===== config.mk =====
export PLATFORM = sky130hd
export DESIGN_NAME = sgd_glue
export DESIGN_NICKNAME = d
export VERILOG_FILES = /design/src/sgd_pkg.sv /design/src/sgd_glue.sv
export SDC_FILE = /design/constraint.sdc
export NUM_CORES = 1
export LEC_CHECK = 0
export ABC_CLOCK_PERIOD_IN_PS = 2200
export BUFFER_PORTS_ARGS = -buffer_cell sky130_fd_sc_hd__buf_4
export CORE_MARGIN = 3
export CORE_UTILIZATION = 51
export CTS_CLUSTER_DIAMETER = 150
export DETAILED_ROUTE_END_ITERATION = 8
export PLACE_DENSITY = 0.8
export SKIP_CTS_REPAIR_TIMING = 1
export SYNTH_ARGS = -nofsm -noshare
export SYNTH_HDL_FRONTEND = slang
export SYNTH_SLANG_ARGS = --single-unit
export TNS_END_PERCENT = 30

===== constraint.sdc =====
create_clock -name core_clk_i -period 2.2 [get_ports core_clk_i]
set_input_delay 0.11 -clock core_clk_i [delete_from_list [all_inputs] [get_ports core_clk_i]]
set_output_delay 0.11 -clock core_clk_i [all_outputs]
set_load 0.05 [all_outputs]

===== src/sgd_pkg.sv =====
package sgd_pkg;

   // Core clock rate used to turn times into cycle counts.
   localparam int CLK_MHZ = 100;

   // One inserted wait state lasts one host clock period.
   localparam int WAIT_NS = 280;
   localparam int WAIT_CYC = (WAIT_NS * CLK_MHZ + 999) / 1000;
   localparam int WAIT_CNT_W = 6;

   // Row strobe to address switch, and address switch to column strobe.
   localparam int ROW_TO_MUX_NS = 20;
   localparam int ROW_TO_MUX_CYC = (ROW_TO_MUX_NS * CLK_MHZ + 999) / 1000;
   localparam int MUX_TO_COL_NS = 20;
   localparam int MUX_TO_COL_CYC = (MUX_TO_COL_NS * CLK_MHZ + 999) / 1000;
   localparam int DRAM_CNT_W = 4;

   // Positions of the two page bits inside the reduced host address.
   localparam int ADDR_A15_POS = 8;
   localparam int ADDR_A14_POS = 7;

   // Memory pages of 16 KB each, and slot numbers.
   localparam logic [1:0] PAGE_1 = 2'h1;
   localparam logic [1:0] PAGE_2 = 2'h2;
   localparam logic [1:0] PAGE_3 = 2'h3;
   localparam logic [1:0] SLOT_0 = 2'h0;
   localparam logic [1:0] SLOT_1 = 2'h1;
   localparam logic [1:0] SLOT_2 = 2'h2;
   localparam logic [1:0] SLOT_3 = 2'h3;
   localparam logic [1:0] SUBSLOT_RAM = 2'h2;

   // Keyboard matrix shape and the strap bit caught after reset.
   localparam int KBD_ROWS = 10;
   localparam int KBD_COLS = 8;
   localparam int FUNC_SEL_BIT = 6;
   // Three edges: the pin reaches stage two only after the second edge.
   localparam logic [1:0] FUNC_CAPTURE_DLY = 2'h3;
   localparam int JOY_PORTS = 2;

   // Host bus pins, all active low except the address.
   typedef struct packed {
      logic [8:0] addr;
      logic mreq_n;
      logic rd_n;
      logic wr_n;
      logic m1_n;
      logic rfsh_n;
   } sgd_host_bus_t;

   // Joystick port pins as read, all pulled up and active low.
   typedef struct packed {
      logic up_n;
      logic down_n;
      logic left_n;
      logic right_n;
      logic button1_n;
      logic button2_n;
   } sgd_joy_t;

   // Reset values of the synchronisers: idle bus, released pins.
   localparam sgd_host_bus_t HOST_IDLE = 14'h3FFF;
   localparam sgd_joy_t JOY_IDLE = 6'h3F;
   localparam logic [7:0] KBD_COL_IDLE = 8'hFF;

   typedef enum logic [2:0] {
      DR_IDLE,
      DR_ROW,
      DR_MUX,
      DR_COL,
      DR_RFSH
   } sgd_dram_state_t;

endpackage


===== src/sgd_glue.sv =====
// Functional notes
// - Hold the wait request for exactly one wait state per opcode fetch.
// - Wait request is open drain, only ever pulling low.
// - Row strobe pulses on refresh cycles, giving row-only refresh.
// - Address mux switches row to column between row and column strobes.
// - Column strobe A for slot 0, addresses C000 to FFFF.
// - Column strobe B for expanded slot 3-2, whole 0000 to FFFF range.
// - DRAM write enable during memory writes to DRAM.
// - Select the built-in BASIC ROM when it is addressed.
// - First ROM page select for 4000 through 7FFF.
// - Second ROM page select for 8000 through BFFF.
// - Combined ROM select for 4000 through BFFF.
// - Separate selects for primary slots 1, 2 and 3.
// - Read four pulled-up direction inputs per joystick port.
// - Open-drain trigger lines readable back, plus one strobe per port.
// - Ten open-drain row scan outputs, eight pulled-up column inputs.
// - Column bit 6 is caught at reset as a function select.
// - Read layout input, drive two open-drain lamp outputs.
// - Drive printer data and strobe, read pulled-up busy input.
// - Decode from only nine host address lines.
`timescale 1ns/1ps
`default_nettype none

module sgd_glue (
   input wire logic core_clk_i,
   input wire logic reset_i,
   input wire logic ce_i,
   input wire sgd_pkg::sgd_host_bus_t host_i,
   input wire logic [7:0] slot_map_i,
   input wire logic [7:0] subslot_map_i,
   output logic wait_req_o,
   output logic wait_req_oe_o,
   output logic ram_row_strobe_n_o,
   output logic dram_addr_mux_o,
   output logic dram_col_strobe_a_n_o,
   output logic dram_col_strobe_b_n_o,
   output logic dram_write_en_n_o,
   output logic basic_rom_sel_n_o,
   output logic rom_page1_sel_n_o,
   output logic rom_page2_sel_n_o,
   output logic rom_both_pages_sel_n_o,
   output logic slot1_sel_n_o,
   output logic slot2_sel_n_o,
   output logic slot3_sel_n_o,
   input wire sgd_pkg::sgd_joy_t joy_a_i,
   input wire sgd_pkg::sgd_joy_t joy_b_i,
   input wire logic [1:0] joy_a_button_drive_i,
   input wire logic [1:0] joy_b_button_drive_i,
   input wire logic joy_a_pulse_i,
   input wire logic joy_b_pulse_i,
   output sgd_pkg::sgd_joy_t joy_a_o,
   output sgd_pkg::sgd_joy_t joy_b_o,
   output logic [1:0] joy_a_button_o,
   output logic [1:0] joy_a_button_oe_o,
   output logic [1:0] joy_b_button_o,
   output logic [1:0] joy_b_button_oe_o,
   output logic joy_a_pulse_out_o,
   output logic joy_b_pulse_out_o,
   input wire logic [3:0] kbd_row_sel_i,
   output logic [9:0] kbd_row_scan_n_o,
   output logic [9:0] kbd_row_scan_oe_o,
   input wire logic [7:0] kbd_column_in_n_i,
   output logic [7:0] kbd_column_n_o,
   output logic kbd_func_sel_o,
   input wire logic kbd_layout_sel_i,
   output logic kbd_layout_sel_o,
   input wire logic capslock_lamp_i,
   input wire logic code_lamp_i,
   output logic capslock_lamp_n_o,
   output logic capslock_lamp_oe_o,
   output logic code_lamp_n_o,
   output logic code_lamp_oe_o,
   input wire logic [7:0] printer_data_i,
   input wire logic printer_strobe_i,
   input wire logic printer_busy_n_i,
   output logic [7:0] printer_data_out_o,
   output logic printer_strobe_n_o,
   output logic printer_busy_o
);

   ////////////////////////////////////////////////////////////////////////
   // Pin synchronisers. Stage one is read only by stage two.

   sgd_pkg::sgd_host_bus_t host_s1_r, host_s2_r;
   sgd_pkg::sgd_joy_t joy_s1_r [2];
   sgd_pkg::sgd_joy_t joy_s2_r [2];
   logic [7:0] col_s1_r, col_s2_r;
   logic [1:0] misc_s1_r, misc_s2_r;
   logic m1_prev_r;

   // Host bus and keyboard pins, reset to their released level.
   always_ff @(posedge core_clk_i) begin
      if (reset_i) begin
         host_s1_r <= sgd_pkg::HOST_IDLE;
         host_s2_r <= sgd_pkg::HOST_IDLE;
         m1_prev_r <= 1'b1;
         col_s1_r <= sgd_pkg::KBD_COL_IDLE;
         col_s2_r <= sgd_pkg::KBD_COL_IDLE;
         misc_s1_r <= 2'h3;
         misc_s2_r <= 2'h3;
      end else if (ce_i) begin
         host_s1_r <= host_i;
         host_s2_r <= host_s1_r;
         m1_prev_r <= host_s2_r.m1_n;
         col_s1_r <= kbd_column_in_n_i;
         col_s2_r <= col_s1_r;
         misc_s1_r <= {kbd_layout_sel_i, printer_busy_n_i};
         misc_s2_r <= misc_s1_r;
      end
   end

   ////////////////////////////////////////////////////////////////////////
   // Address decode on the synchronised bus.

   logic [1:0] page, slot, subslot;
   logic mem_cyc, rfsh_cyc, hit_a, hit_b;

   // Only A15 and A14 matter for memory; the slot maps come from logic.
   always_comb begin
      page = {host_s2_r.addr[sgd_pkg::ADDR_A15_POS],
              host_s2_r.addr[sgd_pkg::ADDR_A14_POS]};
      slot = slot_map_i[{page, 1'b0} +: 2];
      subslot = subslot_map_i[{page, 1'b0} +: 2];
      mem_cyc = !host_s2_r.mreq_n && host_s2_r.rfsh_n;
      rfsh_cyc = !host_s2_r.mreq_n && !host_s2_r.rfsh_n;
      hit_a = (slot == sgd_pkg::SLOT_0) && (page == sgd_pkg::PAGE_3);
      hit_b = (slot == sgd_pkg::SLOT_3) &&
              (subslot == sgd_pkg::SUBSLOT_RAM);
   end

   // Registered selects; a refresh cycle blanks them all.
   always_ff @(posedge core_clk_i) begin
      if (reset_i) begin
         basic_rom_sel_n_o <= 1'b1;
         rom_page1_sel_n_o <= 1'b1;
         rom_page2_sel_n_o <= 1'b1;
         rom_both_pages_sel_n_o <= 1'b1;
         slot1_sel_n_o <= 1'b1;
         slot2_sel_n_o <= 1'b1;
         slot3_sel_n_o <= 1'b1;
      end else if (ce_i) begin
         basic_rom_sel_n_o <= !(mem_cyc && slot == sgd_pkg::SLOT_0 &&
                                !page[1]);
         rom_page1_sel_n_o <= !(mem_cyc && page == sgd_pkg::PAGE_1);
         rom_page2_sel_n_o <= !(mem_cyc && page == sgd_pkg::PAGE_2);
         rom_both_pages_sel_n_o <= !(mem_cyc && page[1] != page[0]);
         slot1_sel_n_o <= !(mem_cyc && slot == sgd_pkg::SLOT_1);
         slot2_sel_n_o <= !(mem_cyc && slot == sgd_pkg::SLOT_2);
         slot3_sel_n_o <= !(mem_cyc && slot == sgd_pkg::SLOT_3);
      end
   end

   ////////////////////////////////////////////////////////////////////////
   // Fetch wait. The count is fixed, so a slow host clock sees a short one.

   logic fetch_start;
   logic [sgd_pkg::WAIT_CNT_W-1:0] wait_cnt_r;

   assign fetch_start = !host_s2_r.m1_n && m1_prev_r && !host_s2_r.mreq_n;

   // Pull the wait line low for one host period from the fetch start.
   always_ff @(posedge core_clk_i) begin
      if (reset_i) begin
         wait_cnt_r <= '0;
         wait_req_oe_o <= 1'b0;
         wait_req_o <= 1'b0;
      end else if (ce_i) begin
         wait_req_o <= 1'b0;
         if (fetch_start) begin
            wait_cnt_r <= sgd_pkg::WAIT_CNT_W'(sgd_pkg::WAIT_CYC);
            wait_req_oe_o <= 1'b1;
         end else if (wait_cnt_r > 6'h01) begin
            wait_cnt_r <= wait_cnt_r - 6'h01;
         end else begin
            wait_cnt_r <= '0;
            wait_req_oe_o <= 1'b0;
         end
      end
   end

   ////////////////////////////////////////////////////////////////////////
   // DRAM strobe sequencer: row, address switch, column, or row only.

   sgd_pkg::sgd_dram_state_t dram_state_r, dram_state_nxt;
   logic [sgd_pkg::DRAM_CNT_W-1:0] dram_cnt_r, dram_cnt_nxt;
   logic col_a_sel_r, col_b_sel_r;
   localparam logic [3:0] ROW_LAST = 4'(sgd_pkg::ROW_TO_MUX_CYC - 1);
   localparam logic [3:0] MUX_LAST = 4'(sgd_pkg::MUX_TO_COL_CYC - 1);

   // Next state; the end of the memory request always returns to idle.
   always_comb begin
      dram_state_nxt = dram_state_r;
      dram_cnt_nxt = dram_cnt_r + 4'h1;
      unique case (dram_state_r)
         sgd_pkg::DR_IDLE: begin
            dram_cnt_nxt = '0;
            if (rfsh_cyc) begin
               dram_state_nxt = sgd_pkg::DR_RFSH;
            end else if (mem_cyc && (hit_a || hit_b)) begin
               dram_state_nxt = sgd_pkg::DR_ROW;
            end
         end
         sgd_pkg::DR_ROW: begin
            if (dram_cnt_r == ROW_LAST) begin
               dram_state_nxt = sgd_pkg::DR_MUX;
               dram_cnt_nxt = '0;
            end
         end
         sgd_pkg::DR_MUX: begin
            if (dram_cnt_r == MUX_LAST) begin
               dram_state_nxt = sgd_pkg::DR_COL;
            end
         end
         sgd_pkg::DR_COL, sgd_pkg::DR_RFSH: begin
            dram_cnt_nxt = '0;
         end
      endcase
      if (host_s2_r.mreq_n) begin
         dram_state_nxt = sgd_pkg::DR_IDLE;
      end
   end

   // State, count and which column strobe this access uses.
   always_ff @(posedge core_clk_i) begin
      if (reset_i) begin
         dram_state_r <= sgd_pkg::DR_IDLE;
         dram_cnt_r <= '0;
         col_a_sel_r <= 1'b0;
         col_b_sel_r <= 1'b0;
      end else if (ce_i) begin
         dram_state_r <= dram_state_nxt;
         dram_cnt_r <= dram_cnt_nxt;
         if (dram_state_r == sgd_pkg::DR_IDLE) begin
            col_a_sel_r <= hit_a;
            col_b_sel_r <= hit_b && !hit_a;
         end
      end
   end

   // Strobes come from the next state so each pin is a single flop.
   always_ff @(posedge core_clk_i) begin
      if (reset_i) begin
         ram_row_strobe_n_o <= 1'b1;
         dram_addr_mux_o <= 1'b0;
         dram_col_strobe_a_n_o <= 1'b1;
         dram_col_strobe_b_n_o <= 1'b1;
         dram_write_en_n_o <= 1'b1;
      end else if (ce_i) begin
         ram_row_strobe_n_o <= dram_state_nxt == sgd_pkg::DR_IDLE;
         dram_addr_mux_o <= dram_state_nxt == sgd_pkg::DR_MUX ||
                            dram_state_nxt == sgd_pkg::DR_COL;
         dram_col_strobe_a_n_o <= !(dram_state_nxt == sgd_pkg::DR_COL &&
                                    col_a_sel_r);
         dram_col_strobe_b_n_o <= !(dram_state_nxt == sgd_pkg::DR_COL &&
                                    col_b_sel_r);
         dram_write_en_n_o <= !(dram_state_nxt == sgd_pkg::DR_COL &&
                                !host_s2_r.wr_n);
      end
   end

   ////////////////////////////////////////////////////////////////////////
   // Joystick ports, one copy per port.

   sgd_pkg::sgd_joy_t joy_pin [2];
   logic [1:0] joy_drive [2];
   logic [1:0] joy_btn_oe_r [2];
   logic joy_pulse [2];
   logic joy_pulse_r [2];

   assign joy_pin[0] = joy_a_i;
   assign joy_pin[1] = joy_b_i;
   assign joy_drive[0] = joy_a_button_drive_i;
   assign joy_drive[1] = joy_b_button_drive_i;
   assign joy_pulse[0] = joy_a_pulse_i;
   assign joy_pulse[1] = joy_b_pulse_i;

   // Buttons read back the pin level, so our own pull-down shows too.
   for (genvar p = 0; p < sgd_pkg::JOY_PORTS; p++) begin : g_joy
      always_ff @(posedge core_clk_i) begin
         if (reset_i) begin
            joy_s1_r[p] <= sgd_pkg::JOY_IDLE;
            joy_s2_r[p] <= sgd_pkg::JOY_IDLE;
            joy_btn_oe_r[p] <= 2'h0;
            joy_pulse_r[p] <= 1'b0;
         end else if (ce_i) begin
            joy_s1_r[p] <= joy_pin[p];
            joy_s2_r[p] <= joy_s1_r[p];
            joy_btn_oe_r[p] <= joy_drive[p];
            joy_pulse_r[p] <= joy_pulse[p];
         end
      end
   end

   assign joy_a_o = joy_s2_r[0];
   assign joy_b_o = joy_s2_r[1];
   assign joy_a_button_oe_o = joy_btn_oe_r[0];
   assign joy_b_button_oe_o = joy_btn_oe_r[1];
   assign joy_a_pulse_out_o = joy_pulse_r[0];
   assign joy_b_pulse_out_o = joy_pulse_r[1];

   ////////////////////////////////////////////////////////////////////////
   // Keyboard, lamps and printer.

   logic [1:0] func_pend_r;

   // One row pulled low at a time; an out-of-range select scans none.
   for (genvar r = 0; r < sgd_pkg::KBD_ROWS; r++) begin : g_row
      always_ff @(posedge core_clk_i) begin
         if (reset_i) begin
            kbd_row_scan_oe_o[r] <= 1'b0;
         end else if (ce_i) begin
            kbd_row_scan_oe_o[r] <= kbd_row_sel_i == 4'(r);
         end
      end
   end

   // The strap is caught once the synchroniser has refilled after reset.
   always_ff @(posedge core_clk_i) begin
      if (reset_i) begin
         func_pend_r <= sgd_pkg::FUNC_CAPTURE_DLY;
         kbd_func_sel_o <= 1'b1;
      end else if (ce_i && func_pend_r != 2'h0) begin
         func_pend_r <= func_pend_r - 2'h1;
         if (func_pend_r == 2'h1) begin
            kbd_func_sel_o <= col_s2_r[sgd_pkg::FUNC_SEL_BIT];
         end
      end
   end

   // Open-drain levels are always low; only the enables move.
   always_ff @(posedge core_clk_i) begin
      if (reset_i) begin
         kbd_row_scan_n_o <= '0;
         joy_a_button_o <= '0;
         joy_b_button_o <= '0;
         kbd_column_n_o <= sgd_pkg::KBD_COL_IDLE;
         kbd_layout_sel_o <= 1'b1;
         capslock_lamp_n_o <= 1'b0;
         capslock_lamp_oe_o <= 1'b0;
         code_lamp_n_o <= 1'b0;
         code_lamp_oe_o <= 1'b0;
         printer_data_out_o <= '0;
         printer_strobe_n_o <= 1'b1;
         printer_busy_o <= 1'b0;
      end else if (ce_i) begin
         kbd_column_n_o <= col_s2_r;
         kbd_layout_sel_o <= misc_s2_r[1];
         capslock_lamp_oe_o <= capslock_lamp_i;
         code_lamp_oe_o <= code_lamp_i;
         printer_data_out_o <= printer_data_i;
         printer_strobe_n_o <= !printer_strobe_i;
         printer_busy_o <= !misc_s2_r[0];
      end
   end

   ////////////////////////////////////////////////////////////////////////
   // Checks.

   localparam int WAIT_CHK = sgd_pkg::WAIT_CYC;
endmodule

`default_nettype wire


==> summary.txt, run 1 <==
Run status
  – Status: complete, no violations

Synth
  – Syn_area_per_cell: 10.6 sq um
  – Largest area contributor in the netlist: dfxtp_1
  – Yosys cell types: 52
  – Synth top area share: 37.6%
  – Synth warn: 0
  – Synth Register Bits: 125
  – Sequential-to-total area share from yosys stat: 55.4%
  – Post-synth EDFFs: 30
  – Main synth FF type: dfxtp_1
  – Asr flop ratio synth: 0%
  – Mapped Cells: 477
  – Leading post-synthesis cells by cell area: dfxtp_1 (38%), edfxtp_1 (18%), mux2i_1 (10%)
  – Synthesized cell area: 0.00506 sq mm

Place
  – Dpl hpwl: 7.82 mm
  – Placer Congestion: 0.802
  – IO buf count: 130
  – Placed insts: 719

Final layout
  – Layout Cells excl Fill: 803
  – Share of cells above drive strength 1: 26.7%
  – Filler cell count: 643
  – ANT cells: 0
  – Layout net count: 746
  – Synthesis-to-finish area growth: 42.7%

STA
  – Actual slew at the worst max-slew pin: 870 ps
  – Skew final: 4.95 ps
  – RSZ-0062 raised after global routing: no
  – Slew Limit Fails: 0
  – Final setup fails: 0
  – Peak Freq: 526 MHz
  – Final count of hold timing violations: 0
  – Final period utilization: 86.5%
  – Final setup TNS: 0 ps
  – Tmin final: 1900 ps
  – Relative slew slack: 41.8%

Clock tree
  – Clock-pin slew on the worst setup and hold paths: 60 ps
  – TritonCTS Buffers: 17
  – Clock root cell: clkbuf_8
  – Number of H-tree levels: 4
  – Later-pin clock latency in the skew report: 510 ps
  – Clock Sink Count: 125
  – Max clock buf depth: 2
  – TritonCTS clock tree: done

Power
  – Pwr per Cell Area: 886 mW/mm^2
  – Worst vdd ir: 630 uV
  – Leak: 3.17 nW

Floorplan
  – Die X: 106 um
  – Die Height: 106 um
  – Core Box Area: 0.00946 sq mm
  – Site Rows: 35
  – Initial Util: 53.5%
  – IO Count: 156
  – Die ar.: 0.0111 sq mm

Worst setup path
  – Slowest Stage Delay on Critical Path: 400 ps
  – Worst reg2reg setup slack: 300 ps
  – Slowest cell on crit path: dfxtp_1
  – Reg2reg path depth: 6
  – Critical path class: flip-flop to flip-flop
  – Crit-path max FO: 5
  – Setup crit start: dram_cnt_r[0]$_SDFFE_PP0P_
  – Worst r2r src: dram_cnt_r[0]$_SDFFE_PP0P_
  – Required @ worst endpoint: 2580 ps
  – CP startpoint kind: flip-flop
  – CP Buf/Inv Count: 0
  – Crit Reg-Reg Endpoint: dram_state_r[0]$_SDFFE_PP0P_
  – Most used cell, CP: a21oi_1
  – Family with the most delay on the worst path: compound AO/OA/AOI/OAI gates
  – CP Cell Sequence: ha_1 > nor3b_1 > mux2_2 > o311a_1 > a21oi_1 > a21oi_1
  – Element type at the critical path end: flip-flop
  – Worst Path Arrival: 2280 ps

Detailed routing
  – DRC viols: 0
  – Routed via count: 4001
  – DR WL/cell: 15.0 um
  – DR iter-0 viols: 179
  – DRT antenna net count: 0
  – Drt pass-1 iters: 4
  – Vias per cell: 4.98
  – Final wirelength: 12.0 mm

Hold path
  – Hold_sp: reset_i
  – Hold EP: printer_data_out_o[4]$_SDFFE_PP0P_
  – WHS Path Cells: 3
  – Type of the worst min-delay path: input pin to flip-flop

Global route
  – Global-route wire length before repair: 17.7 mm
  – Grt ovf: 0
  – Tot GR Track Use: 19.7%
  – Pin count of the biggest net entering global routing: 43
  – Initial antenna violation count: 0
  – Vias in the first global route: 3734

Job
  – Max cap viols: 0
## cell usage in the layout (no fill, tap or decap), types with 3 or more instances in the layout
master         Yosys  routed
buf_4             18     139
dfxtp_1           95      95
nand2_1           58      58
dlygate4sd3_1      0      52
mux2i_1           51      51
nor2_1            35      35
nand2b_1          30      30
edfxtp_1          30      30
inv_1             17      17
conb_1             1      17
clkbuf_16          0      17
a21oi_1           13      13
o21ai_0           11      11
ha_1               9       9
and2_1             7       7
nor3b_1            7       7
a22o_1             6       6
o211ai_1           5       5
nor2b_1            6       5
nand3_1            5       5
a31oi_1            4       4
nor3_1             4       4
a211oi_1           3       3
a32o_1             3       3
nand3b_1           3       3
bufinv_16          0       3
clkinvlp_4         0       3
clkinv_2           0       3
## worst register-to-register path: cells and delay by family (launching register included)
family,cells,cell delay (ps)
AO/OA/AOI/OAI,3,520
adder cells (fa/ha/maj),1,170
flip-flops,1,400
multiplexers,1,400
AND/OR/NAND/NOR,1,290
## metal layers
layer | part of all wire (%) | vias to the layer above | global-route usage [%]
met5 | 0 | - | 0
met4 | 1.3 | 0 | 7.12
met3 | 6.1 | 13 | 7.35
met2 | 52 | 138 | 32.5
met1 | 40 | 1865 | 23.7
li1 | - | 1985 | -
## kinds of logic (layout without fill, tap and decap cells)
group,count (synthesis),count (layout),share of synthesized area (%)
AOI/OAI and AO/OA,62,62,8.63
muxes,55,55,11.4
buffers and inverters,59,240,5.91
xor gates and xnor gates,1,1,0.173
other,1,17,0.0741
and+or+nand+nor,165,165,16.1
adders and majority gates,9,9,2.23
DFF,125,125,55.4
## cell type report
class	instances	area [sq um]	area share, %
Clock buffer	19	443	6.14
Tap cell	129	161	2.24
Timing Repair Buffer	191	1560	21.7
Multi-Input combinational cell	309	2020	28.0
Sequential cell	125	2800	38.8
Clock inverter	13	163	2.25
Inverter	17	63.8	0.884
## synth_stat cells, types with 4 or more instances
master	n
buf_4	18
edfxtp_1	30
nor3_1	4
a22o_1	6
dfxtp_1	95
inv_1	17
mux2i_1	51
nand3_1	5
nor2b_1	6
and2_1	7
nor3b_1	7
o21ai_0	11
nand2_1	58
a31oi_1	4
a21oi_1	13
nand2b_1	30
buf_2	8
nor2_1	35
ha_1	9
o211ai_1	5
clkbuf_1	14
## flip-flops by register name, indices dropped and copies added (netlist names), 3 cells and up
| name | flops |
|---|---|
| dram_cnt_r | 4 |
| col_s1_r | 8 |
| host_s2_r | 6 |
| joy_btn_oe_r | 4 |
| joy_s2_r | 12 |
| wait_cnt_r | 6 |
| joy_s1_r | 12 |
| col_s2_r | 8 |
| host_s1_r | 6 |
| kbd_row_scan_oe_o | 10 |
| kbd_column_n_o | 8 |
| dram_state_r | 3 |
| printer_data_out_o | 8 |
## per-stage QoR
stage | power (mW) | hold WS [ps] | util (%) | area, sq um | setup slack, ps
floorplan | 3.31 | 221 | - | 5120 | 148
global placement | 3.51 | 324 | 64.4 | 6090 | 317
detailed placement | 3.55 | 331 | 64.4 | 6090 | 227
CTS | 6.35 | -207 | 70.8 | 6700 | 301
global route | 6.65 | 91.6 | 76.3 | 7220 | 144
finish | 6.39 | 98.9 | 76.3 | 7220 | 297
## power by group
| group | internal [mW] | leakage (nW) | switching (mW) |
|---|---|---|---|
| Combinational | 0.437 | 1.82 | 0.563 |
| Sequential | 2.50 | 1.05 | 0.0915 |
| Clock | 1.80 | 0.290 | 1.01 |
## how the worst max path moves through the flow
stage,cells past startpoint,endpoint
3_3_place_gp,5,rom_both_pages_sel_n_o$_SDFFE_PP1P_
4_1_cts,8,dram_cnt_r[1]$_SDFFE_PP0P_
6_report,6,dram_state_r[0]$_SDFFE_PP0P_
3_5_place_dp,5,rom_both_pages_sel_n_o$_SDFFE_PP1P_
5_1_grt,6,ram_row_strobe_n_o$_SDFFE_PP1P_
2_1_floorplan,4,joy_btn_oe_r[0][0]$_SDFFCE_PN0P_
(Power assumes the default switching activity.)
==> inputs of run 2 (changes only) <==
==> constraint.sdc (replaced) <==
create_clock -name core_clk_i -period 2.2 [get_ports core_clk_i]
set_input_delay 0.22 -clock core_clk_i [delete_from_list [all_inputs] [get_ports core_clk_i]]
set_output_delay 0.22 -clock core_clk_i [all_outputs]
set_load 0.05 [all_outputs]
==> run 2 against run 1 <==
  * The run now ends with negative hold slack left
  * Non-clock buffer count fell by 14
  * Die area unchanged
  * Via count barely moved
  * Final cell count is 1.7% lower
  * Worst hold slack worse by 110 ps
  * Flip-flop and latch count is the same
  * Total power is 2.0% higher
  * Count of clock-buffer cells in the layout shrank 1
  * Fmax shrank 3.5%
  * Utilization down 0.82 points
  * Register-to-register slack lost 70 ps
  * Design area down 1.1%
  * Critical path type unchanged
  * Critical endpoint is now ram_row_strobe_n_o$_SDFFE_PP1P_
  * Highest routed layer unchanged
==> summary.txt, run 2 (synthesis gave the netlist of run 1 again) <==
Place
  – IO buf count: 130 (unchanged)
  – Placer Congestion: 0.823 (was 0.802)
  – Dpl hpwl: 7.60 mm (was 7.82 mm)
  – Instance area after placement: 0.00609 sq mm (about the same)

Power
  – Leak: 3.13 nW (was 3.17 nW)
  – Int Power: 4.88 mW (was 4.73 mW)
  – Psw: 1.64 mW (was 1.66 mW)
  – Clock share of power: 45.2% (was 43.8%)
  – Sequential group share of total power: 39.8% (was 40.5%)
  – Sw frac: 25.2% (was 26.0%)
  – Power share of the combinational group: 15.1% (was 15.6%)
  – Total power: 6.52 mW (was 6.39 mW)
  – Worst vdd ir: 575 uV (was 630 uV)
  – Pwr per Cell Area: 914 mW/mm^2 (was 886 mW/mm^2)

Global route
  – Pin count of the biggest net entering global routing: 73 (was 43)
  – Grt ovf: 0 (unchanged)
  – Vias in the first global route: 3843 (was 3734)
  – Tot GR Track Use: 19.7% (about the same)
  – Global-route wire length before repair: 17.9 mm (was 17.7 mm)
  – Initial antenna violation count: 0 (unchanged)

STA
  – Actual slew at the worst max-slew pin: 877 ps (was 870 ps)
  – Final setup TNS: 0 ps (unchanged)
  – WHS: -6.67 ps (was 98.9 ps)
  – Final setup fails: 0 (unchanged)
  – RSZ-0062 raised after global routing: no (unchanged)
  – Relative slew slack: 41.3% (was 41.8%)
  – Final count of hold timing violations: 1 (was 0)
  – Peak Freq: 507 MHz (was 526 MHz)
  – Slew Limit Fails: 0 (unchanged)
  – Tmin final: 1970 ps (was 1900 ps)
  – Skew final: 8.67 ps (was 4.95 ps)
  – Final period utilization: 89.6% (was 86.5%)

Worst setup path
  – Crit Reg-Reg Endpoint: ram_row_strobe_n_o$_SDFFE_PP1P_ (was dram_state_r[0]$_SDFFE_PP0P_)
  – Worst Path Arrival: 2390 ps (was 2280 ps)
  – Crit-path max FO: 5 (unchanged)
  – Critical path class: flip-flop to flip-flop (unchanged)
  – CP startpoint kind: flip-flop (unchanged)
  – Worst reg2reg setup slack: 230 ps (was 300 ps)
  – Reg2reg path depth: 6 (unchanged)
  – Required @ worst endpoint: 2610 ps (was 2580 ps)
  – Worst r2r src: dram_cnt_r[0]$_SDFFE_PP0P_ (unchanged)
  – Element type at the critical path end: flip-flop (unchanged)

Job
  – Max cap viols: 0 (unchanged)

Floorplan
  – Initial Util: 53.5% (unchanged)
  – Die Height: 106 um (unchanged)
  – IO Count: 156 (unchanged)
  – Die ar.: 0.0111 sq mm (unchanged)
  – Core Box Area: 0.00946 sq mm (unchanged)
  – Die X: 106 um (unchanged)
  – Site Rows: 35 (unchanged)

Hold path
  – WHS Path Cells: 4 (was 3)
  – Type of the worst min-delay path: input pin to flip-flop (unchanged)
  – Hold EP: printer_strobe_n_o$_SDFFE_PP1P_ (was printer_data_out_o[4]$_SDFFE_PP0P_)
  – Hold_sp: printer_strobe_i (was reset_i)

Clock tree
  – Max clock buf depth: 2 (unchanged)
  – TritonCTS clock tree: done (unchanged)
  – Number of H-tree levels: 4 (unchanged)
  – Clock-pin slew on the worst setup and hold paths: 60 ps (about the same)
  – Later-pin clock latency in the skew report: 500 ps (was 510 ps)
  – TritonCTS Buffers: 17 (unchanged)
  – Clock Sink Count: 125 (unchanged)
  – Clock root cell: clkbuf_8 (unchanged)

Final layout
  – Layout net count: 732 (was 746)
  – Most common cell after layout, fill and taps aside: buf_4 (unchanged)
  – Filler cell count: 643 (unchanged)
  – Most frequent cells in the layout: buf_4 (134), dfxtp_1 (95), nand2_1 (58), mux2i_1 (51), dlygate4sd3_1 (41) (was buf_4 (139), dfxtp_1 (95), nand2_1 (58), dlygate4sd3_1 (52), mux2i_1 (51))
  – Share of cells above drive strength 1: 26.8% (was 26.7%)
  – Largest regs: joy_s1_r x12, joy_s2_r x12, kbd_row_scan_oe_o x10 (unchanged)
  – ANT cells: 0 (unchanged)
  – Synthesis-to-finish area growth: 41.1% (was 42.7%)
  – Finished Cell Area: 0.00714 sq mm (was 0.00722 sq mm)

Detailed routing
  – Drt pass-1 iters: 4 (unchanged)
  – DRC viols: 0 (unchanged)
  – DR WL/cell: 14.8 um (was 15.0 um)
  – DR iter-0 viols: 155 (was 179)
  – Final wirelength: 11.7 mm (was 12.0 mm)
  – Vias per cell: 5.07 (was 4.98)
  – Routed via count: 4004 (was 4001)
  – DRT antenna net count: 0 (unchanged)

Run status
  – Status: finished, violations left (was complete, no violations)
  – Failing checks: negative hold slack
## run 2: layout make-up
cell class	instances	area [sq um]	share of cell area, %
flip-flops and latches	125	2800	39.3
well taps	129	161	2.26
inverters	17	63.8	0.894
multi-input cells	309	2020	28.3
clock buffers	18	418	5.85
clock inverters	14	218	3.05
repair buffers	177	1460	20.4
## run 2: how the worst max path moves through the flow
stage                               startpoint                             endpoint  slack (ps)
finish              dram_cnt_r[0]$_SDFFE_PP0P_      ram_row_strobe_n_o$_SDFFE_PP1P_         230
detailed placement                     reset_i  rom_both_pages_sel_n_o$_SDFFE_PP1P_         120
global placement                       reset_i  rom_both_pages_sel_n_o$_SDFFE_PP1P_         190
floorplan                                 ce_i     joy_btn_oe_r[0][0]$_SDFFCE_PN0P_          40
global route        dram_cnt_r[0]$_SDFFE_PP0P_      ram_row_strobe_n_o$_SDFFE_PP1P_          10
CTS                 dram_cnt_r[0]$_SDFFE_PP0P_      ram_row_strobe_n_o$_SDFFE_PP1P_         230
## run 2: metal layers
layer / up-vias / part of all wire [%] / GRT usage [%]
met5: - / 0 / 0
met4: 0 / 0.94 / 6.11
met3: 11 / 5.9 / 6.67
met2: 132 / 52 / 34.6
met1: 1905 / 41 / 22.6
li1: 1956 / - / -
## run 2: metrics by stage
step / cells / utilization [%] / hold slack [ps] / setup slack (ps)
floorplan: 493 / - / 331 / 37.7
global placement: 716 / 64.4 / 419 / 191
detailed placement: 716 / 64.4 / 432 / 123
CTS: 748 / 71.1 / -87.9 / 234
global route: 789 / 75.5 / 1.01 / 9.56
finish: 789 / 75.5 / -6.67 / 228
## run 2: worst max-delay path, cell delays in order (launching register included)
cell     delay, ps
dfxtp_1        400
ha_1           160
nor3b_1        300
mux2_2         400
nor4_1         330
nand2_1        100
a22oi_1        190
## run 2: power groups by stage
stage / Combinational (mW) / Clock, mW / Sequential, mW
after CTS: 0.920 / 3.00 / 2.59
after global placement: 0.888 / 0 / 2.63
after global routing: 1.07 / 3.10 / 2.61
after detailed placement: 0.910 / 0 / 2.64
final: 0.983 / 2.95 / 2.59
after floorplan: 0.557 / 0 / 2.75
